### config.mk
export PLATFORM = sky130hd
export DESIGN_NAME = tcv_channel
export DESIGN_NICKNAME = d
export VERILOG_FILES = /design/src/hw/tcv_pkg.sv /design/src/hw/tcv_pin_if.sv /design/src/hw/tcv_pin_out.sv /design/src/hw/tcv_channel.sv
export SDC_FILE = /design/constraint.sdc
export NUM_CORES = 1
export LEC_CHECK = 0
export BUFFER_PORTS_ARGS = -buffer_cell sky130_fd_sc_hd__buf_2
export CAP_MARGIN = 10
export CORE_UTILIZATION = 50
export DETAILED_ROUTE_END_ITERATION = 12
export GPL_ROUTABILITY_DRIVEN = 0
export PLACE_DENSITY = 0.76
export SYNTH_ARGS = -nofsm -noshare
export SYNTH_HDL_FRONTEND = slang
export SYNTH_SLANG_ARGS = --single-unit
### constraint.sdc
create_clock -name clk -period 5.4 [get_ports clk]
set_clock_uncertainty 0.05 [all_clocks]
set_input_delay 0 -clock clk [delete_from_list [all_inputs] [get_ports clk]]
set_output_delay 0 -clock clk [all_outputs]
set_load 0.05 [all_outputs]
### src/hw/tcv_pkg.sv
package tcv_pkg;

    // ----------------------------------------------------------------
    // Register offsets (byte addresses on the APB).
    // ----------------------------------------------------------------
    localparam logic [7:0] OFS_STATUS_CONTROL = 8'h00;
    localparam logic [7:0] OFS_VALUE_HIGH = 8'h04;
    localparam logic [7:0] OFS_VALUE_LOW = 8'h08;
    localparam logic [7:0] OFS_CHANNEL_STATE = 8'h0C;

    // ----------------------------------------------------------------
    // Field positions inside channel_status_control.
    // ----------------------------------------------------------------
    localparam int unsigned ELS_LSB = 0;
    localparam int unsigned MS_LSB = 2;
    localparam int unsigned CPWM_BIT = 4;
    localparam int unsigned CLKS_LSB = 5;

    // ----------------------------------------------------------------
    // Values after reset.
    // ----------------------------------------------------------------
    localparam logic [1:0] FIELD2_RESET = 2'h0;
    localparam logic [7:0] BYTE_RESET = 8'h00;
    localparam logic [15:0] VALUE_RESET = 16'h0000;
    localparam logic [31:0] WORD_RESET = 32'h00000000;

    // ----------------------------------------------------------------
    // Field encodings.
    // ----------------------------------------------------------------
    localparam logic [1:0] ELS_PIN_RELEASED = 2'h0;
    localparam logic [1:0] ELS_HIGH_TRUE = 2'h2;
    localparam logic [1:0] MS_CAPTURE = 2'h0;
    localparam logic [1:0] MS_COMPARE = 2'h1;
    localparam logic [1:0] CLKS_STOPPED = 2'h0;

    // Read-latch state, Gray coded along idle -> latched.
    typedef enum logic [1:0] {
        RL_IDLE = 2'h0,
        RL_HIGH_FIRST = 2'h1,
        RL_LOW_FIRST = 2'h2
    } tcv_latch_t;

endpackage

### src/hw/tcv_pin_if.sv
// Configuration and match events toward the pin driver, level and enable back.
interface tcv_pin_if;
    logic [1:0] edgeLevel;
    logic [1:0] modeSel;
    logic centreAligned;
    logic match;
    logic countingUp;
    logic reload;
    logic pinLevel;
    logic pinEnable;

    modport ctrl (
        output edgeLevel,
        output modeSel,
        output centreAligned,
        output match,
        output countingUp,
        output reload,
        input pinLevel,
        input pinEnable
    );

    modport pin (
        input edgeLevel,
        input modeSel,
        input centreAligned,
        input match,
        input countingUp,
        input reload,
        output pinLevel,
        output pinEnable
    );
endinterface

### src/hw/tcv_pin_out.sv
module tcv_pin_out (
    input wire logic clk,
    input wire logic reset_n,
    tcv_pin_if.pin bus
);

    logic levelR;
    logic enableR;

    // ----------------------------------------------------------------
    // Pin enable.
    // ----------------------------------------------------------------

    // The pin is released when edge/level is 00 or in capture mode.
    always_ff @(posedge clk) begin
        if (!reset_n) begin
            enableR <= 1'b0;
        end else begin
            enableR <= (bus.edgeLevel != tcv_pkg::ELS_PIN_RELEASED) &&
                       (bus.centreAligned || bus.modeSel != tcv_pkg::MS_CAPTURE);
        end
    end

    // ----------------------------------------------------------------
    // Pin level.
    // ----------------------------------------------------------------

    // Match wins over reload so a zero value gives a zero-width pulse.
    always_ff @(posedge clk) begin
        if (!reset_n) begin
            levelR <= 1'b0;
        end else if (bus.centreAligned) begin
            if (bus.match && bus.countingUp) begin
                levelR <= bus.edgeLevel[0];
            end else if (bus.match) begin
                levelR <= ~bus.edgeLevel[0];
            end
        end else if (bus.modeSel[1]) begin
            if (bus.match) begin
                levelR <= bus.edgeLevel[0];
            end else if (bus.reload) begin
                levelR <= ~bus.edgeLevel[0];
            end
        end else if (bus.modeSel == tcv_pkg::MS_COMPARE && bus.match) begin
            unique case (bus.edgeLevel)
                2'h1: levelR <= ~levelR;
                2'h2: levelR <= 1'b0;
                2'h3: levelR <= 1'b1;
                2'h0: levelR <= levelR;
            endcase
        end
    end

    assign bus.pinLevel = levelR;
    assign bus.pinEnable = enableR;

endmodule // tcv_pin_out

### src/hw/tcv_channel.sv
// How it works
// - Channel value pair is read/write, holds capture or match value, resets to zero.
// - In capture, reading either byte latches both until the other byte is read.
// - Any status/control write releases the read latch, even in debug halt.
// - Value byte writes are ignored while the channel is in capture mode.
// - Debug halt freezes the latch state unless a status/control write clears it.
// - Byte reads during debug halt return the live value, not the buffer.
// - Compare/PWM byte writes buffer; both bytes move together, timed by clock source and mode.
// - Edge/level 00 releases the pin whatever the other mode bits are.
// - Centre-aligned, edge/level 10: clear output on match while counting up.
// - Centre-aligned, edge/level X1: set output on match while counting up.
//
// Design decisions made here: the register offsets and the APB slave port.
module tcv_channel #(
    parameter int unsigned ADDR_WIDTH = 8
) (
    input wire logic clk,
    input wire logic reset_n,
    input wire logic [ADDR_WIDTH-1:0] paddr,
    input wire logic psel,
    input wire logic penable,
    input wire logic pwrite,
    input wire logic [31:0] pwdata,
    output logic [31:0] prdata,
    output logic pready,
    output logic pslverr,
    input wire logic [15:0] counterValue,
    input wire logic counterTick,
    input wire logic counterReload,
    input wire logic countingUp,
    input wire logic captureEvent,
    input wire logic debugHalt,
    output logic pinOut,
    output logic pinOe,
    output logic channelMatch
);

    // ----------------------------------------------------------------
    // Decode helpers.
    // ----------------------------------------------------------------

    function automatic logic addrIs(input logic [ADDR_WIDTH-1:0] a, input logic [7:0] ofs);
        return a == ADDR_WIDTH'(ofs);
    endfunction

    function automatic logic isCapture(input logic cpwm, input logic [1:0] ms);
        return !cpwm && ms == tcv_pkg::MS_CAPTURE;
    endfunction

    logic [1:0] els_r;
    logic [1:0] ms_r;
    logic cpwm_r;
    logic [1:0] clks_r;
    logic [15:0] value_r;
    logic [15:0] rdBuf_r;
    tcv_pkg::tcv_latch_t latch_r;
    logic [7:0] wrHigh_r;
    logic [7:0] wrLow_r;
    logic gotHigh_r;
    logic gotLow_r;
    logic pend_r;
    logic [15:0] pendValue_r;
    logic [31:0] prdata_r;
    logic match_r;

    logic hitCtrl;
    logic hitHigh;
    logic hitLow;
    logic hitState;
    logic setupRead;
    logic accessWrite;
    logic ctrlWrite;
    logic captureMode;
    logic writeHigh;
    logic writeLow;
    logic bothWritten;
    logic transferNow;
    logic liveMatch;
    logic useBuffer;
    logic [15:0] readView;
    logic [7:0] newHigh;
    logic [7:0] newLow;

    tcv_pin_if pinBus ();

    // ----------------------------------------------------------------
    // APB slave.
    // ----------------------------------------------------------------

    // Reads are prepared in the setup cycle, so every access has no wait state.
    assign hitCtrl = addrIs(paddr, tcv_pkg::OFS_STATUS_CONTROL);
    assign hitHigh = addrIs(paddr, tcv_pkg::OFS_VALUE_HIGH);
    assign hitLow = addrIs(paddr, tcv_pkg::OFS_VALUE_LOW);
    assign hitState = addrIs(paddr, tcv_pkg::OFS_CHANNEL_STATE);
    assign setupRead = psel && !penable && !pwrite;
    assign accessWrite = psel && penable && pwrite;
    assign ctrlWrite = accessWrite && hitCtrl;
    assign pready = 1'b1;
    assign pslverr = psel && penable && !(hitCtrl || hitHigh || hitLow || hitState);
    assign prdata = prdata_r;

    // ----------------------------------------------------------------
    // Channel status and control.
    // ----------------------------------------------------------------

    // Mode fields steer capture, write transfer timing and the pin driver.
    always_ff @(posedge clk) begin
        if (!reset_n) begin
            els_r <= tcv_pkg::FIELD2_RESET;
            ms_r <= tcv_pkg::FIELD2_RESET;
            cpwm_r <= 1'b0;
            clks_r <= tcv_pkg::FIELD2_RESET;
        end else if (ctrlWrite) begin
            els_r <= pwdata[tcv_pkg::ELS_LSB +: 2];
            ms_r <= pwdata[tcv_pkg::MS_LSB +: 2];
            cpwm_r <= pwdata[tcv_pkg::CPWM_BIT];
            clks_r <= pwdata[tcv_pkg::CLKS_LSB +: 2];
        end
    end

    assign captureMode = isCapture(cpwm_r, ms_r);

    // ----------------------------------------------------------------
    // Write coherency buffer.
    // ----------------------------------------------------------------

    assign writeHigh = accessWrite && hitHigh && !captureMode;
    assign writeLow = accessWrite && hitLow && !captureMode;
    assign newHigh = writeHigh ? pwdata[7:0] : wrHigh_r;
    assign newLow = writeLow ? pwdata[7:0] : wrLow_r;
    assign bothWritten = (gotHigh_r || writeHigh) && (gotLow_r || writeLow);

    // A stopped counter takes the value at once; compare waits for the next
    // counter step, PWM for the period end so no glitch pulse appears.
    always_comb begin
        if (clks_r == tcv_pkg::CLKS_STOPPED) begin
            transferNow = pend_r;
        end else if (!cpwm_r && ms_r == tcv_pkg::MS_COMPARE) begin
            transferNow = pend_r && counterTick;
        end else begin
            transferNow = pend_r && counterReload;
        end
    end

    // Bytes collect one at a time; a completed pair becomes the pending word.
    always_ff @(posedge clk) begin
        if (!reset_n) begin
            wrHigh_r <= tcv_pkg::BYTE_RESET;
            wrLow_r <= tcv_pkg::BYTE_RESET;
            gotHigh_r <= 1'b0;
            gotLow_r <= 1'b0;
        end else begin
            wrHigh_r <= newHigh;
            wrLow_r <= newLow;
            if (captureMode || bothWritten) begin
                gotHigh_r <= 1'b0;
                gotLow_r <= 1'b0;
            end else begin
                gotHigh_r <= gotHigh_r || writeHigh;
                gotLow_r <= gotLow_r || writeLow;
            end
        end
    end

    // A new pair arriving as the old one moves wins, so no write is lost.
    always_ff @(posedge clk) begin
        if (!reset_n) begin
            pend_r <= 1'b0;
            pendValue_r <= tcv_pkg::VALUE_RESET;
        end else if (captureMode) begin
            pend_r <= 1'b0;
        end else if (bothWritten) begin
            pend_r <= 1'b1;
            pendValue_r <= {newHigh, newLow};
        end else if (transferNow) begin
            pend_r <= 1'b0;
        end
    end

    // ----------------------------------------------------------------
    // Channel value.
    // ----------------------------------------------------------------

    // Capture only while the pin is configured as an input edge source.
    always_ff @(posedge clk) begin
        if (!reset_n) begin
            value_r <= tcv_pkg::VALUE_RESET;
        end else if (captureMode) begin
            if (captureEvent && els_r != tcv_pkg::ELS_PIN_RELEASED) begin
                value_r <= counterValue;
            end
        end else if (transferNow) begin
            value_r <= pendValue_r;
        end
    end

    // ----------------------------------------------------------------
    // Read coherency latch.
    // ----------------------------------------------------------------

    // Side effects act at the setup cycle, the same edge the data is taken.
    always_ff @(posedge clk) begin
        if (!reset_n) begin
            latch_r <= tcv_pkg::RL_IDLE;
        end else if (ctrlWrite) begin
            latch_r <= tcv_pkg::RL_IDLE;
        end else if (debugHalt) begin
            latch_r <= latch_r;
        end else if (!captureMode) begin
            latch_r <= tcv_pkg::RL_IDLE;
        end else begin
            unique case (latch_r)
                tcv_pkg::RL_IDLE: begin
                    if (setupRead && hitHigh) begin
                        latch_r <= tcv_pkg::RL_HIGH_FIRST;
                    end else if (setupRead && hitLow) begin
                        latch_r <= tcv_pkg::RL_LOW_FIRST;
                    end
                end
                tcv_pkg::RL_HIGH_FIRST: begin
                    if (setupRead && hitLow) begin
                        latch_r <= tcv_pkg::RL_IDLE;
                    end
                end
                tcv_pkg::RL_LOW_FIRST: begin
                    if (setupRead && hitHigh) begin
                        latch_r <= tcv_pkg::RL_IDLE;
                    end
                end
                default: latch_r <= tcv_pkg::RL_IDLE;
            endcase
        end
    end

    // The snapshot is taken on the first byte read of a pair.
    always_ff @(posedge clk) begin
        if (!reset_n) begin
            rdBuf_r <= tcv_pkg::VALUE_RESET;
        end else if (captureMode && !debugHalt && latch_r == tcv_pkg::RL_IDLE &&
                     setupRead && (hitHigh || hitLow)) begin
            rdBuf_r <= value_r;
        end
    end

    // Halted reads see the live value; the latch itself stays untouched.
    assign useBuffer = captureMode && !debugHalt && latch_r != tcv_pkg::RL_IDLE;
    assign readView = useBuffer ? rdBuf_r : value_r;

    // ----------------------------------------------------------------
    // Read data.
    // ----------------------------------------------------------------

    // Narrow registers sit in the low bits; upper bits read as zero.
    always_ff @(posedge clk) begin
        if (!reset_n) begin
            prdata_r <= tcv_pkg::WORD_RESET;
        end else if (setupRead) begin
            if (hitCtrl) begin
                prdata_r <= {25'h0000000, clks_r, cpwm_r, ms_r, els_r};
            end else if (hitHigh) begin
                prdata_r <= {24'h000000, readView[15:8]};
            end else if (hitLow) begin
                prdata_r <= {24'h000000, readView[7:0]};
            end else if (hitState) begin
                prdata_r <= {25'h0000000, pinOe, pinOut, pend_r, gotLow_r, gotHigh_r,
                             latch_r};
            end else begin
                prdata_r <= tcv_pkg::WORD_RESET;
            end
        end
    end

    // ----------------------------------------------------------------
    // Match detection and pin driver.
    // ----------------------------------------------------------------

    assign liveMatch = !captureMode && counterTick && counterValue == value_r;

    // Registered copy for the match output keeps channelMatch glitch free.
    always_ff @(posedge clk) begin
        if (!reset_n) begin
            match_r <= 1'b0;
        end else begin
            match_r <= liveMatch;
        end
    end

    assign pinBus.edgeLevel = els_r;
    assign pinBus.modeSel = ms_r;
    assign pinBus.centreAligned = cpwm_r;
    assign pinBus.match = liveMatch;
    assign pinBus.countingUp = countingUp;
    assign pinBus.reload = counterReload;

    tcv_pin_out pinDriver (
        .clk(clk),
        .reset_n(reset_n),
        .bus(pinBus.pin)
    );

    assign pinOut = pinBus.pinLevel;
    assign pinOe = pinBus.pinEnable;
    assign channelMatch = match_r;

endmodule // tcv_channel

==> qor.txt <==
Worst slew margin - 0.400
Critical path, cell by cell - or3_4 > nor3_4 > mux2_1 > mux4_2 > a22oi_1 > nor2_1
Global-route wire length before repair - 15.7 mm
WP data arrival - 3.21 ns
Worst stage delay on the critical path - 0.70 ns
Footprint of the multi-input gates - 2150 µm²
Max FO, Critical Path - 21
Synthesized area - 4130 µm²
Clk pin slew, worst setup/hold paths - 0.09 ns
IO buf count - 53
Max-cap check violation count - 0
Post-synth EDFFs - 0
Setup Fix Bufs, Post-CTS - 0
Core ar. - 7850 µm²
Row count - 32
Min-delay worst type - in -> reg
Switch Pwr - 0.310 mW
CP Class - reg -> reg
FF-to-FF path depth - 6
Register area - 1740 µm²
Total gr overflow - 0
Vias in the first global route - 3173
Final WL - 9.94 mm
Worst-case clock buffer depth - 2
Fin. max-slew vios - 0
Worst Path Buf+Inv - 0
Ports - 103
Fin nets - 584
Setup TNS - 0 ns
Final Critical Period - 3.02 ns
Setup Viol. Count Final - 0
CTS root buffer - clkbuf_8
Measured slew at the worst slew-check pin - 0.898 ns
Number of clock buffers inserted by TritonCTS - 9
Detailed-placement wirelength estimate - 6.82 mm
Cell internal pwr - 0.890 mW
First-pass DRT Iterations - 4
# resized after CTS - 0
Hold wc startpoint - pwrite
GRT Total Usage - 0.238
Mapped Cells - 452
Vias - 3365
Proportion of layout cells with a drive suffix above 1 - 0.185
Crit path max-delay cell type - nor3_4
Sequential area share after synthesis - 0.422
DRT iter0 DRCs - 190
Post-synth top flop - dfxtp_1
Final hold violation count - 0
Syn Area/Cell - 9.13 µm²
Die footprint - 8630 µm²
Combinational share of power - 0.090
Die H - 92.9 µm
Die W - 92.9 µm
Starting utilization of the core area - 0.526
Ys async rst share - 0
H-tree levels - 3
Post-synth cell types - 40
Core Util, Final - 0.614
Antenna Nets Post-Route - 0
Max frequency - 0.331 GHz
Hold path depth - 4
Pwr per Cell Area - 249 nW/µm²
Antenna violations before repair - 0
Largest net degree at the start of global routing - 45
DRC violations left - 0
FILL cells - 686
Worst Hold Path EP - latch_r[0]
Worst-Skew Late Latency - 0.36 ns
Status - finished clean
CTS tree - yes
YS warnings - 0
P_leak - 1.95 nW
Worst setup SP type - register
RSZ-0062 raised after global routing - no
Routed WL per cell - 15.9 µm
Switching share of power - 0.258
R2R setup slack - 2.38 ns
Max VDD drop - 0.189 mV
Fin crit share - 0.560
Sequential share of power - 0.534
Clock sinks - 87
Capturing point of the worst reg2reg path - prdata[5]
Delay-heaviest family, CP - simple AND/OR/NAND/NOR gates
Req. time, crit path - 5.59 ns
Reg2reg start - cpwm_r
Yosys reg bits - 87
Clock group share of total power - 0.376
Setup crit end kind - register
Area grow syn2layout - 16.7%
Vias/cell - 5.38
Antenna Cells - 0
[final cells by class]
class | instances | share of cell area
inverters | 5 | 0.00389
flip-flops and latches | 87 | 0.361
repair buffers | 86 | 0.121
multi-input cells | 329 | 0.446
well taps | 102 | 0.0265
clock inverters | 6 | 0.0143
clock buffers | 10 | 0.0265
[cell families after synthesis]
family                 count (synthesis)  share of synthesized area
AO/OA/AOI/OAI                         57                      0.103
multiplexers                          65                      0.183
AND/OR/NAND/NOR                      165                      0.171
other                                  2                    0.00182
XOR/XNOR                              17                     0.0361
flip-flops                            87                      0.422
buffers and inverters                 59                     0.0833
[flip-flops by register name, indices dropped and copies added, names as in the netlist, 2 cells and up]
register,cells
clks_r,2
latch_r,2
wrLow_r,8
ms_r,2
prdata,8
value_r,16
els_r,2
wrHigh_r,8
pendValue_r,16
rdBuf_r,16
[timing repair]
item	in CTS	in global routing
endpoints found under the hold margin	43	0
hold buffers	26	0
endpoints found under the setup margin	0	0
[power groups by stage]
stage	Sequential, mW	Combinational [mW]	Clock, mW
detailed placement	0.656	0.0924	0
CTS	0.641	0.107	0.456
floorplan	0.656	0.0789	0
global placement	0.656	0.0910	0
finish	0.641	0.108	0.451
global route	0.641	0.115	0.483
[routing by layer]
metal | up-vias | GRT usage | wire length (µm)
met5 | - | 0 | 0
met4 | 0 | 0.0910 | 246
met3 | 15 | 0.0599 | 534
met2 | 108 | 0.384 | 4790
met1 | 1585 | 0.304 | 4370
li1 | 1657 | - | -
[cells in the mapped netlist (3+ instances only)]
cell / count / area (µm²)
nor2_1: 97 / 364
dfxtp_1: 87 / 1740
mux2i_1: 44 / 440
nand2_1: 39 / 146
buf_4: 25 / 188
a211oi_1: 17 / 128
a311oi_1: 17 / 149
clkbuf_1: 15 / 56.3
xor2_1: 14 / 123
buf_2: 11 / 55.1
nor3_1: 9 / 45.0
mux2_1: 8 / 90.1
a22oi_1: 7 / 52.6
mux4_2: 7 / 158
mux2_2: 6 / 67.6
nor4_1: 6 / 37.5
a21oi_1: 5 / 25.0
inv_1: 5 / 18.8
o22ai_1: 4 / 25.0
o21ai_0: 3 / 15.0
xnor2_1: 3 / 26.3
[metrics by stage]
stage / cells / area [µm²] / setup WS (ns) / hold slack [ns] / power [mW]
after global routing: 625 / 4820 / 2.25 / 0.0706 / 1.24
after CTS: 623 / 4800 / 2.37 / 0.0556 / 1.20
after global placement: 581 / 4340 / 2.40 / 0.230 / 0.747
after floorplan: 475 / 4220 / 2.97 / 0.0970 / 0.735
after detailed placement: 581 / 4340 / 2.40 / 0.247 / 0.749
final: 625 / 4820 / 2.38 / 0.0479 / 1.20
[worst max-delay path by stage]
stage,slack [ns],start,cells past startpoint,endpoint
after global placement,2.40,cpwm_r,6,prdata[2]
after floorplan,2.97,cpwm_r,8,prdata[0]
after detailed placement,2.40,cpwm_r,6,prdata[2]
final,2.38,cpwm_r,6,prdata[5]
after global routing,2.25,cpwm_r,6,prdata[5]
after CTS,2.37,cpwm_r,6,prdata[5]
[worst reg2reg max path: cells and delay by family (launching register included)]
family | cells | cell delay (ns)
AND/OR/NAND/NOR | 3 | 1.34
multiplexers | 2 | 0.91
flip-flops | 1 | 0.42
AO/OA/AOI/OAI | 1 | 0.19
[layout by cell type, fill, tap and decap left out, drive strengths merged, types with 2 or more instances in the layout]
cell and n:
nor2 98, nor3 10, nand2 39, mux2 14
a21oi 5, xor2 14, or3 3, o22ai 4
mux2i 44, buf 60, inv 6, nand4b 2
xnor2 3, o21ai 3, clkbuf 10, a311oi 17
a22oi 7, conb 25, dfxtp 87, dlygate4sd3 26
a211oi 17, mux4 7, nor4 7, clkinv 3
Power figures use the tool's default switching activity.
